### config.mk
export PLATFORM = sky130hd
export DESIGN_NAME = sdmr_dram_end_flat
export DESIGN_NICKNAME = d
export VERILOG_FILES = /design/src/design/sdmr_pkg.sv /design/src/design/sdmr_link_if.sv /design/src/design/sdmr_lock_timer.sv /design/src/design/sdmr_dram_end.sv /design/src/flat_wrapper.sv
export SDC_FILE = /design/constraint.sdc
export NUM_CORES = 1
export LEC_CHECK = 0
export ABC_AREA = 1
export BUFFER_PORTS_ARGS = -buffer_cell sky130_fd_sc_hd__buf_2
export CAP_MARGIN = 30
export CORE_UTILIZATION = 58
export CTS_CLUSTER_SIZE = 28
export DETAILED_ROUTE_END_ITERATION = 7
export PLACE_DENSITY = 0.84
export SETUP_SLACK_MARGIN = 0.15
export SYNTH_ARGS = -nofsm -noshare
export SYNTH_HDL_FRONTEND = slang
export SYNTH_SLANG_ARGS = --single-unit
### constraint.sdc
create_clock -name clk -period 3.8 [get_ports clk]
set_clock_uncertainty 0.1 [all_clocks]
set_input_delay 0.57 -clock clk [delete_from_list [all_inputs] [get_ports clk]]
set_output_delay 0.57 -clock clk [all_outputs]
set_load 0.005 [all_outputs]
### src/design/sdmr_pkg.sv
package sdmr_pkg;
	localparam int MR_W = 22;
	localparam int RSV_HI = 21;
	localparam int SEL_HI = 20;
	localparam int SEL_LO = 18;
	localparam int RSV_LO = 17;
	localparam int B_EQ2 = 13;
	localparam int B_QOFF = 12;
	localparam int B_EXTRA_TERM_STROBE = 11;
	localparam int NOM_HI = 10;
	localparam int NOM_LO = 8;
	localparam int B_WLVL = 7;
	localparam int B_EQ1 = 6;
	localparam int B_EQ0 = 5;
	localparam int AL_HI = 4;
	localparam int AL_LO = 3;
	localparam int DRV_HI = 2;
	localparam int DRV_LO = 1;
	localparam int B_DLL = 0;
	localparam int WT_HI = 11;
	localparam int WT_LO = 9;
	localparam int B_LOOP_RST = 8;
	localparam logic [2:0] SEL_MR0 = 3'h0;
	localparam logic [2:0] SEL_MR1 = 3'h1;
	localparam logic [2:0] SEL_MR2 = 3'h2;
	localparam logic [1:0] AL_CL1 = 2'h1;
	localparam logic [1:0] AL_CL2 = 2'h2;
	localparam logic [2:0] TERM_NONE = 3'h0;
	localparam logic [21:0] MR1_RESET = 22'h040001;
	localparam int LOCK_CYCLES_DEF = 1024;
	localparam logic [2:0] WR_TERM_WIN = 3'h4;
	localparam int AL_PIPE = 32;
	localparam int ADDR_W = 4;
	localparam logic [3:0] OFF_WORD = 4'h0;
	localparam logic [3:0] OFF_CMD = 4'h4;
	localparam logic [3:0] OFF_CTRL = 4'h8;
	localparam logic [3:0] OFF_STAT = 4'hc;
	localparam int CTRL_ODT = 0;
	localparam int CTRL_GEAR = 1;
	localparam int ST_LOCKWAIT = 0;
	localparam int ST_DLL = 1;
	localparam int ST_SREF = 2;
	localparam int ST_REFUSED = 3;
	localparam logic [1:0] RESP_OKAY = 2'h0;
	localparam logic [1:0] RESP_SLVERR = 2'h2;

	typedef enum logic [2:0] {
		CMD_NONE, CMD_MRS, CMD_ACT, CMD_RD, CMD_WR, CMD_REF, CMD_SRE, CMD_SRX
	} sdmr_cmd_t;

	typedef enum logic [1:0] {TERM_OFF, TERM_PARK, TERM_NOM, TERM_WR} sdmr_term_t;

	// Row strobe, column strobe, write enable levels, all active low.
	function automatic logic [2:0] sdmr_encode(input sdmr_cmd_t c);
		unique case (c)
			CMD_MRS: sdmr_encode = 3'h0;
			CMD_ACT: sdmr_encode = 3'h3;
			CMD_RD: sdmr_encode = 3'h5;
			CMD_WR: sdmr_encode = 3'h4;
			CMD_REF, CMD_SRE: sdmr_encode = 3'h1;
			default: sdmr_encode = 3'h7;
		endcase
	endfunction : sdmr_encode

	function automatic sdmr_cmd_t sdmr_decode(input logic csN,
		input logic [2:0] rcw);
		if (csN) begin
			sdmr_decode = CMD_NONE;
		end else begin
			unique case (rcw)
				3'h0: sdmr_decode = CMD_MRS;
				3'h3: sdmr_decode = CMD_ACT;
				3'h5: sdmr_decode = CMD_RD;
				3'h4: sdmr_decode = CMD_WR;
				3'h1: sdmr_decode = CMD_REF;
				default: sdmr_decode = CMD_NONE;
			endcase
		end
	endfunction : sdmr_decode
endpackage : sdmr_pkg

### src/design/sdmr_link_if.sv
`timescale 1ns/1ps
`default_nettype none
interface sdmr_link_if;
	logic csN;
	logic rasN;
	logic casN;
	logic weN;
	logic [3:0] bank;
	logic [17:0] addr;
	logic cke;
	logic termination_control;
	modport ctrl (output csN, rasN, casN, weN, bank, addr, cke, termination_control);
	modport dram (input csN, rasN, casN, weN, bank, addr, cke, termination_control);
endinterface : sdmr_link_if
`default_nettype wire

### src/design/sdmr_lock_timer.sv
`timescale 1ns/1ps
`default_nettype none
module sdmr_lock_timer #(
	parameter int CYCLES = sdmr_pkg::LOCK_CYCLES_DEF
) (
	input wire logic clk,
	input wire logic rst,
	input wire logic restart,
	input wire logic run,
	output logic done
);
	import sdmr_pkg::*;
	localparam int CW = $clog2(CYCLES + 1);
	logic [CW-1:0] count;

	always_ff @(posedge clk) begin
		if (rst || restart) begin
			count <= '0;
		end else if (run && !done) begin
			count <= count + 1'b1;
		end
	end

	assign done = (count == CW'(CYCLES));
endmodule : sdmr_lock_timer
`default_nettype wire

### src/design/sdmr_dram_end.sv
// Overview of operation
// [RULE1] Mode set with select 001 loads register
// [RULE2] Controller holds strobes low for mode set
// [RULE3] Controller writes reserved bits 21, 17 zero
// [RULE4] Bit 12 disables drivers and termination
// [RULE5] Bit 11 enables extra strobe, x8 only
// [RULE6] Bits 10:8 pick nominal termination
// [RULE7] Bit 7 enters write-leveling mode
// [RULE8] Bits 4:3 pick added latency
// [RULE9] No latency minus one under gear-down
// [RULE10] Bits 2:1 pick driver impedance
// [RULE11] Bit 0 enables the delay-locked loop
// [RULE12] Controller keeps loop enabled normally
// [RULE13] Loop stops in self refresh, restarts after
// [RULE14] No reads until lock time passes
// [RULE15] Clock enable stays high during lock
// [RULE16] Writes need loop only for write termination
// [RULE17] Loop off: controller disables nominal termination
// [RULE18] Loop off: controller disables write termination
// [RULE19] Write termination applies even without nominal
// [RULE20] Park termination whenever termination input low
// [RULE21] Extra strobe removes data mask and inversion
// [RULE22] Reads and writes wait added latency
// [RULE23] Loop reset bit clears itself
// [RULE24] Fields hold until next targeted mode set
`timescale 1ns/1ps
`default_nettype none
module sdmr_dram_end #(
	parameter int DATA_WIDTH = 8,
	parameter int LOCK_CYCLES = sdmr_pkg::LOCK_CYCLES_DEF
) (
	input wire logic clk,
	input wire logic rst,
	sdmr_link_if.dram link,
	input wire logic [4:0] casLatency,
	input wire logic [2:0] writeTermCode,
	input wire logic [2:0] parkTermCode,
	output logic [21:0] modeRegOne,
	output logic dllEnable,
	output logic dllRunning,
	output logic dllLocked,
	output logic loopResetBit,
	output logic selfRefresh,
	output logic outputsOff,
	output logic driverOn,
	output logic [1:0] driverCode,
	output logic [2:0] driverDivisor,
	output logic extraStrobeOn,
	output logic dataMaskAllowed,
	output logic dbiAllowed,
	output logic [2:0] nominalTermCode,
	output logic [2:0] nominalDivisor,
	output logic writeLevelMode,
	output logic [2:0] eqCode,
	output logic [1:0] addedLatencyCode,
	output logic [4:0] addedLatency,
	output logic execRead,
	output logic execWrite,
	output logic writeActive,
	output sdmr_pkg::sdmr_term_t termSel,
	output logic [2:0] termCode
);
	import sdmr_pkg::*;

	sdmr_cmd_t cmd;
	logic [21:0] mrWord;
	logic mrsOne;
	logic ckePrev;
	logic dllPrev;
	logic lockDone;
	logic lockRestart;
	logic srEnter;
	logic srExit;
	logic [AL_PIPE-1:0] rdPipe;
	logic [AL_PIPE-1:0] wrPipe;
	logic [2:0] wrCount;

	// Divisor of the calibration resistor; zero means no termination.
	function automatic logic [2:0] nomDiv(input logic [2:0] code);
		unique case (code)
			3'h0: nomDiv = 3'h0;
			3'h1: nomDiv = 3'h4;
			3'h2: nomDiv = 3'h2;
			3'h3: nomDiv = 3'h6;
			3'h4: nomDiv = 3'h1;
			3'h5: nomDiv = 3'h5;
			3'h6: nomDiv = 3'h3;
			3'h7: nomDiv = 3'h7;
		endcase
	endfunction : nomDiv

	// Code 10 is outside the standard set but still gives divisor six.
	function automatic logic [2:0] drvDiv(input logic [1:0] code);
		unique case (code)
			2'h0: drvDiv = 3'h7;
			2'h1: drvDiv = 3'h5;
			2'h2: drvDiv = 3'h6;
			2'h3: drvDiv = 3'h0;
		endcase
	endfunction : drvDiv

	// The reserved code falls back to no added latency.
	function automatic logic [4:0] alCycles(input logic [1:0] code,
		input logic [4:0] cl);
		if (code == AL_CL1) begin
			alCycles = cl - 5'h01;
		end else if (code == AL_CL2) begin
			alCycles = cl - 5'h02;
		end else begin
			alCycles = 5'h00;
		end
	endfunction : alCycles

	assign cmd = sdmr_decode(link.csN, {link.rasN, link.casN, link.weN});
	assign mrWord = {link.bank, link.addr};
	assign mrsOne = cmd == CMD_MRS &&
		mrWord[SEL_HI:SEL_LO] == SEL_MR1; // [RULE1]

	// Reserved bits are stored as zero whatever the controller sends.
	always_ff @(posedge clk) begin
		if (rst) begin
			modeRegOne <= MR1_RESET;
		end else if (mrsOne) begin // [RULE24]
			modeRegOne <= mrWord & ~((22'h1 << RSV_HI) |
				(22'h1 << RSV_LO)); // [RULE3]
		end
	end

	assign outputsOff = modeRegOne[B_QOFF]; // [RULE4]
	assign driverOn = !outputsOff; // [RULE4]
	assign driverCode = modeRegOne[DRV_HI:DRV_LO]; // [RULE10]
	assign driverDivisor = drvDiv(driverCode); // [RULE10]
	assign extraStrobeOn = modeRegOne[B_EXTRA_TERM_STROBE] && (DATA_WIDTH == 8); // [RULE5]
	assign dataMaskAllowed = !extraStrobeOn; // [RULE21]
	assign dbiAllowed = !extraStrobeOn; // [RULE21]
	assign nominalTermCode = modeRegOne[NOM_HI:NOM_LO]; // [RULE6]
	assign nominalDivisor = nomDiv(nominalTermCode); // [RULE6]
	assign writeLevelMode = modeRegOne[B_WLVL]; // [RULE7]
	assign eqCode = {modeRegOne[B_EQ2], modeRegOne[B_EQ1], modeRegOne[B_EQ0]};
	assign addedLatencyCode = modeRegOne[AL_HI:AL_LO]; // [RULE8]
	assign dllEnable = modeRegOne[B_DLL]; // [RULE11]

	always_ff @(posedge clk) begin
		if (rst) begin
			addedLatency <= 5'h00;
		end else begin
			addedLatency <= alCycles(addedLatencyCode, casLatency); // [RULE8]
		end
	end

	// Self refresh starts on a refresh with the clock enable falling.
	assign srEnter = cmd == CMD_REF && ckePrev && !link.cke;
	assign srExit = selfRefresh && link.cke;

	always_ff @(posedge clk) begin
		if (rst) begin
			ckePrev <= 1'b1;
			selfRefresh <= 1'b0;
		end else begin
			ckePrev <= link.cke;
			if (srEnter) begin
				selfRefresh <= 1'b1;
			end else if (srExit) begin
				selfRefresh <= 1'b0;
			end
		end
	end

	assign dllRunning = dllEnable && !selfRefresh; // [RULE13]

	// The reset bit lives for the one cycle in which the timer restarts.
	always_ff @(posedge clk) begin
		if (rst) begin
			loopResetBit <= 1'b0;
		end else begin
			loopResetBit <= cmd == CMD_MRS &&
				mrWord[SEL_HI:SEL_LO] == SEL_MR0 &&
				mrWord[B_LOOP_RST]; // [RULE23]
		end
	end

	always_ff @(posedge clk) begin
		if (rst) begin
			dllPrev <= 1'b0;
		end else begin
			dllPrev <= dllRunning;
		end
	end

	assign lockRestart = loopResetBit || (dllRunning && !dllPrev); // [RULE13]

	sdmr_lock_timer #(.CYCLES(LOCK_CYCLES)) lockTimer (
		.clk(clk),
		.rst(rst),
		.restart(lockRestart),
		.run(dllRunning && link.cke), // [RULE15]
		.done(lockDone)
	);

	assign dllLocked = lockDone && dllRunning; // [RULE14]

	// Commands are taken at once and released one cycle after the added latency.
	always_ff @(posedge clk) begin
		if (rst) begin
			rdPipe <= '0;
			wrPipe <= '0;
		end else begin
			rdPipe <= {rdPipe[AL_PIPE-2:0], cmd == CMD_RD}; // [RULE22]
			wrPipe <= {wrPipe[AL_PIPE-2:0], cmd == CMD_WR}; // [RULE22]
		end
	end

	assign execRead = rdPipe[addedLatency]; // [RULE22]
	assign execWrite = wrPipe[addedLatency]; // [RULE22]

	// Writes run with or without the loop.
	always_ff @(posedge clk) begin
		if (rst) begin
			wrCount <= 3'h0;
		end else if (execWrite) begin
			wrCount <= WR_TERM_WIN; // [RULE16]
		end else if (wrCount != 3'h0) begin
			wrCount <= wrCount - 3'h1;
		end
	end

	assign writeActive = wrCount != 3'h0;

	// Termination priority: disabled outputs, park, write, nominal.
	always_ff @(posedge clk) begin
		if (rst) begin
			termSel <= TERM_OFF;
			termCode <= TERM_NONE;
		end else if (outputsOff) begin
			termSel <= TERM_OFF; // [RULE4]
			termCode <= TERM_NONE;
		end else if (!link.termination_control) begin
			termSel <= (parkTermCode != TERM_NONE) ? TERM_PARK : TERM_OFF;
			termCode <= parkTermCode; // [RULE20]
		end else if (writeActive && writeTermCode != TERM_NONE &&
			dllRunning) begin // [RULE16]
			termSel <= TERM_WR; // [RULE19]
			termCode <= writeTermCode;
		end else if (nominalTermCode != TERM_NONE && dllRunning) begin
			termSel <= TERM_NOM; // [RULE6]
			termCode <= nominalTermCode;
		end else begin
			termSel <= TERM_OFF; // [RULE17]
			termCode <= TERM_NONE;
		end
	end
endmodule : sdmr_dram_end
`default_nettype wire

### src/flat_wrapper.sv
// flat-port wrapper written by rule: the top's interface ports become plain ports
module sdmr_dram_end_flat import sdmr_pkg::*;
#(
	parameter int DATA_WIDTH = 8,
	parameter int LOCK_CYCLES = sdmr_pkg::LOCK_CYCLES_DEF
)
  (clk, rst, casLatency, writeTermCode, parkTermCode, modeRegOne, dllEnable, dllRunning, dllLocked, loopResetBit, selfRefresh, outputsOff, driverOn, driverCode, driverDivisor, extraStrobeOn, dataMaskAllowed, dbiAllowed, nominalTermCode, nominalDivisor, writeLevelMode, eqCode, addedLatencyCode, addedLatency, execRead, execWrite, writeActive, termSel, termCode, link_csN, link_rasN, link_casN, link_weN, link_bank, link_addr, link_cke, link_termination_control);
  sdmr_link_if link_i ();
  input wire logic clk;
  input wire logic rst;
  input wire logic [4:0] casLatency;
  input wire logic [2:0] writeTermCode;
  input wire logic [2:0] parkTermCode;
  output logic [21:0] modeRegOne;
  output logic dllEnable;
  output logic dllRunning;
  output logic dllLocked;
  output logic loopResetBit;
  output logic selfRefresh;
  output logic outputsOff;
  output logic driverOn;
  output logic [1:0] driverCode;
  output logic [2:0] driverDivisor;
  output logic extraStrobeOn;
  output logic dataMaskAllowed;
  output logic dbiAllowed;
  output logic [2:0] nominalTermCode;
  output logic [2:0] nominalDivisor;
  output logic writeLevelMode;
  output logic [2:0] eqCode;
  output logic [1:0] addedLatencyCode;
  output logic [4:0] addedLatency;
  output logic execRead;
  output logic execWrite;
  output logic writeActive;
  output sdmr_pkg::sdmr_term_t termSel;
  output logic [2:0] termCode;
  input wire logic [$bits(link_i.csN)-1:0] link_csN;
  input wire logic [$bits(link_i.rasN)-1:0] link_rasN;
  input wire logic [$bits(link_i.casN)-1:0] link_casN;
  input wire logic [$bits(link_i.weN)-1:0] link_weN;
  input wire logic [$bits(link_i.bank)-1:0] link_bank;
  input wire logic [$bits(link_i.addr)-1:0] link_addr;
  input wire logic [$bits(link_i.cke)-1:0] link_cke;
  input wire logic [$bits(link_i.termination_control)-1:0] link_termination_control;
  assign link_i.csN = link_csN;
  assign link_i.rasN = link_rasN;
  assign link_i.casN = link_casN;
  assign link_i.weN = link_weN;
  assign link_i.bank = link_bank;
  assign link_i.addr = link_addr;
  assign link_i.cke = link_cke;
  assign link_i.termination_control = link_termination_control;
  sdmr_dram_end #(.DATA_WIDTH(DATA_WIDTH), .LOCK_CYCLES(LOCK_CYCLES)) u_core (.clk(clk), .rst(rst), .link(link_i), .casLatency(casLatency), .writeTermCode(writeTermCode), .parkTermCode(parkTermCode), .modeRegOne(modeRegOne), .dllEnable(dllEnable), .dllRunning(dllRunning), .dllLocked(dllLocked), .loopResetBit(loopResetBit), .selfRefresh(selfRefresh), .outputsOff(outputsOff), .driverOn(driverOn), .driverCode(driverCode), .driverDivisor(driverDivisor), .extraStrobeOn(extraStrobeOn), .dataMaskAllowed(dataMaskAllowed), .dbiAllowed(dbiAllowed), .nominalTermCode(nominalTermCode), .nominalDivisor(nominalDivisor), .writeLevelMode(writeLevelMode), .eqCode(eqCode), .addedLatencyCode(addedLatencyCode), .addedLatency(addedLatency), .execRead(execRead), .execWrite(execWrite), .writeActive(writeActive), .termSel(termSel), .termCode(termCode));
endmodule
== Yosys cells after proc, flatten, opt, wreduce, memory -nomap -nowiden ==
Memories as Yosys holds them, arrays and structs flattened. A register that Yosys moved wholly into a read port is not among the register bits.
Cells that the tools add are included.
Operators by class
  eq/ne operators: 15
  add/subtract/negate cells: 4
  reduce and logical (&&, ||, !) cells: 33
  order comparisons: 1
  muxes and demuxes: 22
Operator list (count)
  $mux 3: 8
  $pmux 3 s5: 1
  $logic_and 1x1->1: 14
  $eq 3x3->1 const B: 4
  $pmux 3 s4: 1
  $reduce_bool 3->1: 4
  $add 11x1->11 const B: 1
  $eq 11x11->1 const B: 1
  $bmux 1 s5: 2
  $mux 5: 2
  $eq 3x1->1 const B: 3
  $eq 2x2->1 const B: 3
  $eq 3x2->1 const B: 2
  $logic_not 1->1: 6
  $logic_not 3->1: 2
  $lt 5x6->1 const B: 1
  $mux 2: 3
  $mux 1: 5
  $sub 5x1->5 const B: 1
  $sub 5x2->5 const B: 1
  $eq 2x1->1 const B: 2
  $reduce_bool 2->1: 2
  $reduce_or 2->1: 2
  $sub 3x1->3 const B: 1
  2 further kinds: 3
Storage, ports and cells
  register bits after elaboration: 112
  output and inout bits: 62
  logic and storage cells: 89
  ROM bits: 24
  memories: 1
Memories
  (no name shown): words 8, width 3, read ports 1, clocked after Yosys merged registers in 1, wr ports 0, RTL line sdmr_dram_end.sv:80  | unique case (code)

== Logic depth before layout (Yosys ltp) ==
Gate-level depths: netlist of run 1.
  word-level depth: 7
  depth in mapped cells: 12
  gate-level depth less buffers: 10

== Cells and area by module ==
A second synthesis of run 1 with hierarchy kept.
Unflattened totals
  cell total of the unflattened synthesis: 669
  area total of the unflattened synthesis: 4857.2 um^2
Modules (own cells, without submodules)
  sdmr_dram_end: area each 4157.7 um^2, times used 1, cells each 558
  sdmr_lock_timer: area each 699.4 um^2, times used 1, cells each 111

== Least setup slack after synthesis of run 1 ==
Ideal clock, no wire load.
  kind: flip-flop to output port
  start point: register u_core.addedLatency[0]
  end point: output execRead
  stages on the path, launching flop included: 9
  path slack: 1963 ps
  data arrival time: 1167 ps
  path buffers: 2
  path through: dfxtp_1 > buf_6 > clkbuf_1 > nor2_1 > o211ai_1 > nand3_1 > nand2_1 > nand2_1 > nand2_1
On the way
  longest elaborated chain between the ends: 2
Ends and longest elaborated chain
  from (decl): RTL line sdmr_dram_end.sv:56  | output logic [4:0] addedLatency,
  from (signal assigned): RTL line sdmr_dram_end.sv:147  | addedLatency <= alCycles(addedLatencyCode, casLatency);
  $bmux 1 s5: RTL line sdmr_dram_end.sv:213  | assign execRead = rdPipe[addedLatency];
  $mux 1 (not written as such): RTL line sdmr_dram_end.sv:213
  to (decl): RTL line flat_wrapper.sv:33  | output logic execRead;
No other way between the ends. The select of a mux whose other input is x is not followed.

== Worst setup path in the final report of run 1 ==
  start point: register u_core.addedLatency[0]
  end point: output execWrite
On the way
  longest elaborated chain between the ends: 2
Ends and longest elaborated chain
  $bmux 1 s5: RTL line sdmr_dram_end.sv:214  | assign execWrite = wrPipe[addedLatency];
  $mux 1 (not written as such): RTL line sdmr_dram_end.sv:214
  to (decl): RTL line flat_wrapper.sv:34  | output logic execWrite;
No other way between the ends. The select of a mux whose other input is x is not followed.

==> flow_summary.ini, run 1 <==
[power]
pwr_density_cell_nw_per_um2 = 563
ir_drop_mv = 0.400
p_leak_nw = 2.57

[worst_setup_path]
r2r-end = u_core.wrCount[0]$_SDFFE_PP0N_
cp.required_ns = 3.13
crit_type = reg -> out
worstReg2RegStart = u_core.addedLatency[0]$_SDFF_PP0_
critPathMaxFanout = 22
cp-start-kind = flip-flop
cp.arrival_ns = 2.24
r2r_slack_ns = 1.88
endpoint_kind = primary output
reg2regPathDepth = 11

[grt]
antenna_found_initial = 0
grt_pass1_wl_um = 18400
grt_use_total = 0.274
grt_start_max_net_pins = 69
grt_pass1_vias = 4164
grt_overflow_total = 0

[worst_hold_path]
hold_end = u_core.loopResetBit$_SDFF_PP0_
hold_depth = 2
hold_start = link_bank[0]
worstHoldPathType = in -> reg

[sta]
rsz0062_at_grt = false
slew_headroom = 0.482
max_freq_ghz = 0.343
final.period_utilization = 0.767
worst-slew-pin-transition_ns = 0.768
fin_crit_ns = 2.91
slew_violations = 0
finalHoldViolations = 0
setup_viol = 0
tns_ns = 0

[cts]
clkTransAtPathRegs_ns = 0.06
cts_max_path_buffers = 2
htree_levels = 4
clkSinkCount = 115
cts_tree = yes
cts_made_buffers = 17
cts_setup_buffers = 0
clock_latency_ns = 0.51
cts_root_buffer = clkbuf_8
postCtsHoldBufs = 0
ctsResizeCount = 0

[synthesis]
ys_seq_elements = 115
async_flop_share = 0
yosys_warnings = 0
yosysSeqAreaShare = 0.482
synth_top_family_by_area = simple AND/OR/NAND/NOR gates
synth_fa_ha_area_frac = 0.0183
muxShareOfSynthArea = 0
synth_compound_area_frac = 0.109
synth_xor_area_frac = 0.0202
synth_cells = 648
synth_cell_type_count = 34
synth-main-ff-cell = dfxtp_1
yosys.area_share.simple = 0.227
synth_edf_count = 0
synth_area_sq_um = 4780
avgSynthCellArea_sq_um = 7.38

[drt]
antenna_left = 0
routed_wirelength_um = 11300
viasPerCell = 5.13
dr.pass1.iters = 5
drt_iter0_drc = 284
num_vias = 4326
route.detailed.drc = 0
post_drt_wl_per_cell_um = 13.4

[placed_design]
place_area_sq_um = 5170
dp_hpwl_um = 7020
dp_cells = 812
place_congestion = 0.920
io_buffers = 98

[die]
die_x_um = 92.8
fp-row-count = 32
dieArea_sq_um = 8610
pin_count = 103
start_util = 0.609
fp.dieH_um = 92.8
core-area_sq_um = 7850

[layout]
stdcell_area_sq_um = 5840
syn2layout_area_growth_pct = 22.1
num-nets-final = 777
fillers = 587
insertedDiodeCount = 0
final_util = 0.744
final_cell_count_no_fill = 843
drive_gt1_frac = 0.192

[flow_run]
max_cap_viol_count = 0

[run_status]
status = completed
==> Yosys cell counts (2+ instances only) <==
master	n	area (sq um)
nand4_1	2	12.5
clkbuf_1	11	41.3
o21ai_1	2	10.0
buf_2	5	25.0
nand3_1	41	205
a21oi_1	41	205
nor2_1	110	413
inv_2	3	11.3
dfxtp_1	115	2300
inv_1	105	394
o211ai_1	2	15.0
a31oi_1	4	25.0
nor3_1	6	30.0
ha_1	7	87.6
o21ai_0	44	220
a211oi_1	2	15.0
buf_6	4	45.0
buf_4	21	158
nand2_2	2	12.5
nand2_1	98	368
xor2_1	10	87.6
==> sequential cells by signal (all words and copies together) (netlist names) <==
register,flops
u_core.addedLatency,5
u_core.wrPipe,32
u_core.wrCount,3
u_core.termSel,2
u_core.rdPipe,32
u_core.modeRegOne,20
u_core.termCode,3
u_core.nominalDivisor,3
u_core.ckePrev,1
u_core.dllPrev,1
u_core.lockTimer.count,11
u_core.loopResetBit,1
u_core.selfRefresh,1
==> through the flow <==
| stage | power [W] | worst slack, ns | hold WS, ns |
|---|---|---|---|
| 2_1_floorplan | 0.00143 | 1.96 | 0.299 |
| 3_3_place_gp | 0.00149 | 1.49 | 0.305 |
| 3_5_place_dp | 0.00151 | 1.48 | 0.310 |
| 4_1_cts | 0.00330 | 0.879 | 0.142 |
| 5_1_grt | 0.00340 | 0.751 | 0.136 |
| 6_report | 0.00328 | 0.886 | 0.156 |
==> worst max-delay path: stages (launching register included) <==
cell and delay (ns):
dfxtp_1 0.52, buf_4 0.29, inv_4 0.13, nand2_1 0.08
nand3_1 0.07, nand3_1 0.13, nand2_1 0.07, nand2_1 0.07
nand3_1 0.09, nand2_2 0.12, inv_1 0.04, buf_2 0.12
==> worst max path at each step <==
| stage | slack, ns | startpoint | cells past startpoint | end |
|---|---|---|---|---|
| 5_1_grt | 0.75 | u_core.addedLatency[0]$_SDFF_PP0_ | 11 | execWrite |
| 3_5_place_dp | 1.48 | u_core.addedLatency[0]$_SDFF_PP0_ | 11 | execWrite |
| 4_1_cts | 0.88 | u_core.addedLatency[0]$_SDFF_PP0_ | 11 | execWrite |
| 6_report | 0.89 | u_core.addedLatency[0]$_SDFF_PP0_ | 11 | execWrite |
| 3_3_place_gp | 1.49 | u_core.addedLatency[0]$_SDFF_PP0_ | 11 | execWrite |
| 2_1_floorplan | 1.96 | u_core.addedLatency[0]$_SDFF_PP0_ | 8 | execRead |
==> final cells by class <==
class | instances | area (sq um) | area share
clock buffers | 22 | 473 | 0.0810
clock inverters | 9 | 199 | 0.0341
inverters | 109 | 412 | 0.0705
multi-input cells | 383 | 1800 | 0.308
flip-flops and latches | 115 | 2300 | 0.394
well taps | 102 | 128 | 0.0219
repair buffers | 103 | 528 | 0.0904
==> placed cells by master (no fill, tap or decap), types with 3 or more instances in the layout <==
cell type / netlist / routed
a21oi_1: 41 / 41
ha_1: 7 / 7
nand3_1: 41 / 41
inv_2: 3 / 3
xor2_1: 10 / 10
nor3_1: 6 / 6
bufinv_16: 0 / 6
a31oi_1: 4 / 4
buf_4: 21 / 5
nor2_1: 110 / 110
dfxtp_1: 115 / 115
inv_1: 105 / 105
nand2_1: 98 / 98
o21ai_0: 44 / 44
clkbuf_8: 0 / 5
buf_2: 5 / 98
clkbuf_16: 0 / 16
==> layer usage <==
| layer | up-vias | track usage | share of wire |
|---|---|---|---|
| li1 | 2153 | - | - |
| met1 | 1978 | 0.295 | 0.40 |
| met2 | 168 | 0.498 | 0.51 |
| met3 | 27 | 0.0854 | 0.066 |
| met4 | 0 | 0.106 | 0.021 |
| met5 | - | 0 | 0 |
==> cells by family (layout without fill, tap and decap cells) <==
logic type      after synthesis  in the layout
flops                       115            115
compound gates               99             99
other cells                   1              2
fa+ha+maj                     7              7
xor+xnor                     11             11
buf+inv                     151            243
simple gates                264            264
==> power breakdown <==
group          internal, W  switching [W]
combinational    0.0000885       0.000159
clock              0.00126       0.000525
sequential         0.00124      0.0000136
(Power assumes the default switching activity.)
==> run 2, diff against run 1 <==
- CORE_UTILIZATION: 58 -> 54
- PLACE_DENSITY: 0.84 -> 0.79
- clock period: 3.8 -> 2.7 ns (I/O delays scaled with it)
==> flow_summary.ini, run 2 (synthesis results as in run 1) <==
[drt]
post_drt_wl_per_cell_um = 12.5
antenna_left = 0
num_vias = 4297
routed_wirelength_um = 10600
dr.pass1.iters = 5
viasPerCell = 5.05
route.detailed.drc = 0
drt_iter0_drc = 238

[layout]
num-nets-final = 783
stdcell_area_sq_um = 5880
mostFrequentLayoutCells = 115 x dfxtp_1, 110 x nor2_1, 105 x inv_1, 98 x nand2_1, 98 x buf_2
drive_gt1_frac = 0.193
fillers = 677
top_regs = u_core.rdPipe (32), u_core.wrPipe (32), u_core.modeRegOne (20)
layout_commonest_cell = dfxtp_1
insertedDiodeCount = 0
syn2layout_area_growth_pct = 23.0

[worst_setup_path]
critPathMaxFanout = 23
cp.required_ns = 2.19
cp-start-kind = flip-flop
endpoint_kind = primary output
crit_type = reg -> out
cp.arrival_ns = 1.92

[die]
die_x_um = 96.1
fp-row-count = 33
start_util = 0.570
fp.dieH_um = 96.1
pin_count = 103
core-area_sq_um = 8380
dieArea_sq_um = 9230

[cts]
clock_latency_ns = 0.52
clkTransAtPathRegs_ns = 0.05
cts_root_buffer = clkbuf_8
cts_made_buffers = 17
htree_levels = 4
cts_max_path_buffers = 2
clkSinkCount = 115
cts_tree = yes

[sta]
setup_viol = 0
slew_violations = 0
fin_crit_ns = 2.43
slew_headroom = 0.566
rsz0062_at_grt = true
worst-slew-pin-transition_ns = 0.652
max_freq_ghz = 0.412
tns_ns = 0
final.period_utilization = 0.898
finalHoldViolations = 0

[power]
p_leak_nw = 2.59
pwr_density_cell_nw_per_um2 = 769
ir_drop_mv = 0.455

[worst_hold_path]
worstHoldPathType = in -> reg

[grt]
antenna_found_initial = 0
grt_start_max_net_pins = 68
grt_overflow_total = 0
grt_pass1_wl_um = 17400
grt_use_total = 0.248
grt_pass1_vias = 3970

[placed_design]
place_area_sq_um = 5180
dp_hpwl_um = 6950
io_buffers = 98
place_congestion = 0.866

[run_status]
status = completed

[flow_run]
max_cap_viol_count = 0
==> run 2: cell types whose count changed in the layout (fill, tap and decap cells not counted), sizes merged <==
| cell | before | now |
|---|---|---|
| clkbuf | 22 | 21 |
| bufinv | 6 | 5 |
| dlygate4sd3 | 0 | 4 |
| clkinvlp | 0 | 1 |
| buf | 103 | 105 |
==> run 2: critical path: stages, from the launching register on <==
cell and delay [ns]:
dfxtp_1 0.41, buf_6 0.23, nand2_1 0.09, nand3_1 0.11, nand3_1 0.09, nand2_1 0.08, nand2_1 0.05, nand3_1 0.10
nand2_2 0.09, inv_1 0.05, buf_2 0.10
==> run 2: worst paths after layout <==
kind	startpoint	slack [ns]	end	cells after the start
max	u_core.addedLatency[0]$_SDFF_PP0_	0.27	execWrite	10
max reg2reg	u_core.wrCount[0]$_SDFFE_PP0N_	0.95	u_core.termSel[0]$_SDFF_PP0_	7
min	link_cke	0.03	u_core.ckePrev$_SDFF_PP1_	3
min reg2reg	u_core.rdPipe[11]$_SDFF_PP0_	0.32	u_core.rdPipe[12]$_SDFF_PP0_	2
==> run 2: what timing repair did <==
item                                    in CTS  in global routing
hold buffers                                 4                  0
endpoints found under the setup margin       0                  2
gates resized for setup                      0                  3
buffers inserted                             0                  0
endpoints found under the hold margin        3                  0
==> run 2: final cells by class <==
| type | instances | area, sq um | area share |
|---|---|---|---|
| timing repair buffer | 109 | 587 | 0.0999 |
| sequential | 115 | 2300 | 0.392 |
| inverter | 109 | 414 | 0.0705 |
| clock buffer | 21 | 469 | 0.0798 |
| multi-input combinational | 383 | 1800 | 0.306 |
| clock inverter | 9 | 176 | 0.0300 |
| tap | 105 | 131 | 0.0224 |
==> run 2: stage by stage <==
step | hold WS (ns) | power, W | setup WS, ns | cells | util
finish | 0.0271 | 0.00452 | 0.275 | 851 | 0.701
global route | 0.0399 | 0.00469 | 0.132 | 851 | 0.701
CTS | 0.00744 | 0.00455 | 0.176 | 851 | 0.700
detailed placement | 0.312 | 0.00212 | 0.793 | 817 | 0.619
global placement | 0.302 | 0.00210 | 0.830 | 817 | 0.619
floorplan | 0.299 | 0.00201 | 1.03 | 649 | -
==> run 2: routing by layer <==
layer / up-vias / part of all wire / global-route usage
met2: 171 / 0.48 / 0.417
met3: 26 / 0.076 / 0.0790
li1: 2163 / - / -
met1: 1937 / 0.42 / 0.281
met5: - / 0 / 0
met4: 0 / 0.020 / 0.127
==> run 2: where the power goes <==
group	total, W	switching (W)	internal [W]
clock network	0.00243	0.000750	0.00168
registers	0.00176	0.0000177	0.00174
logic	0.000337	0.000212	0.000125
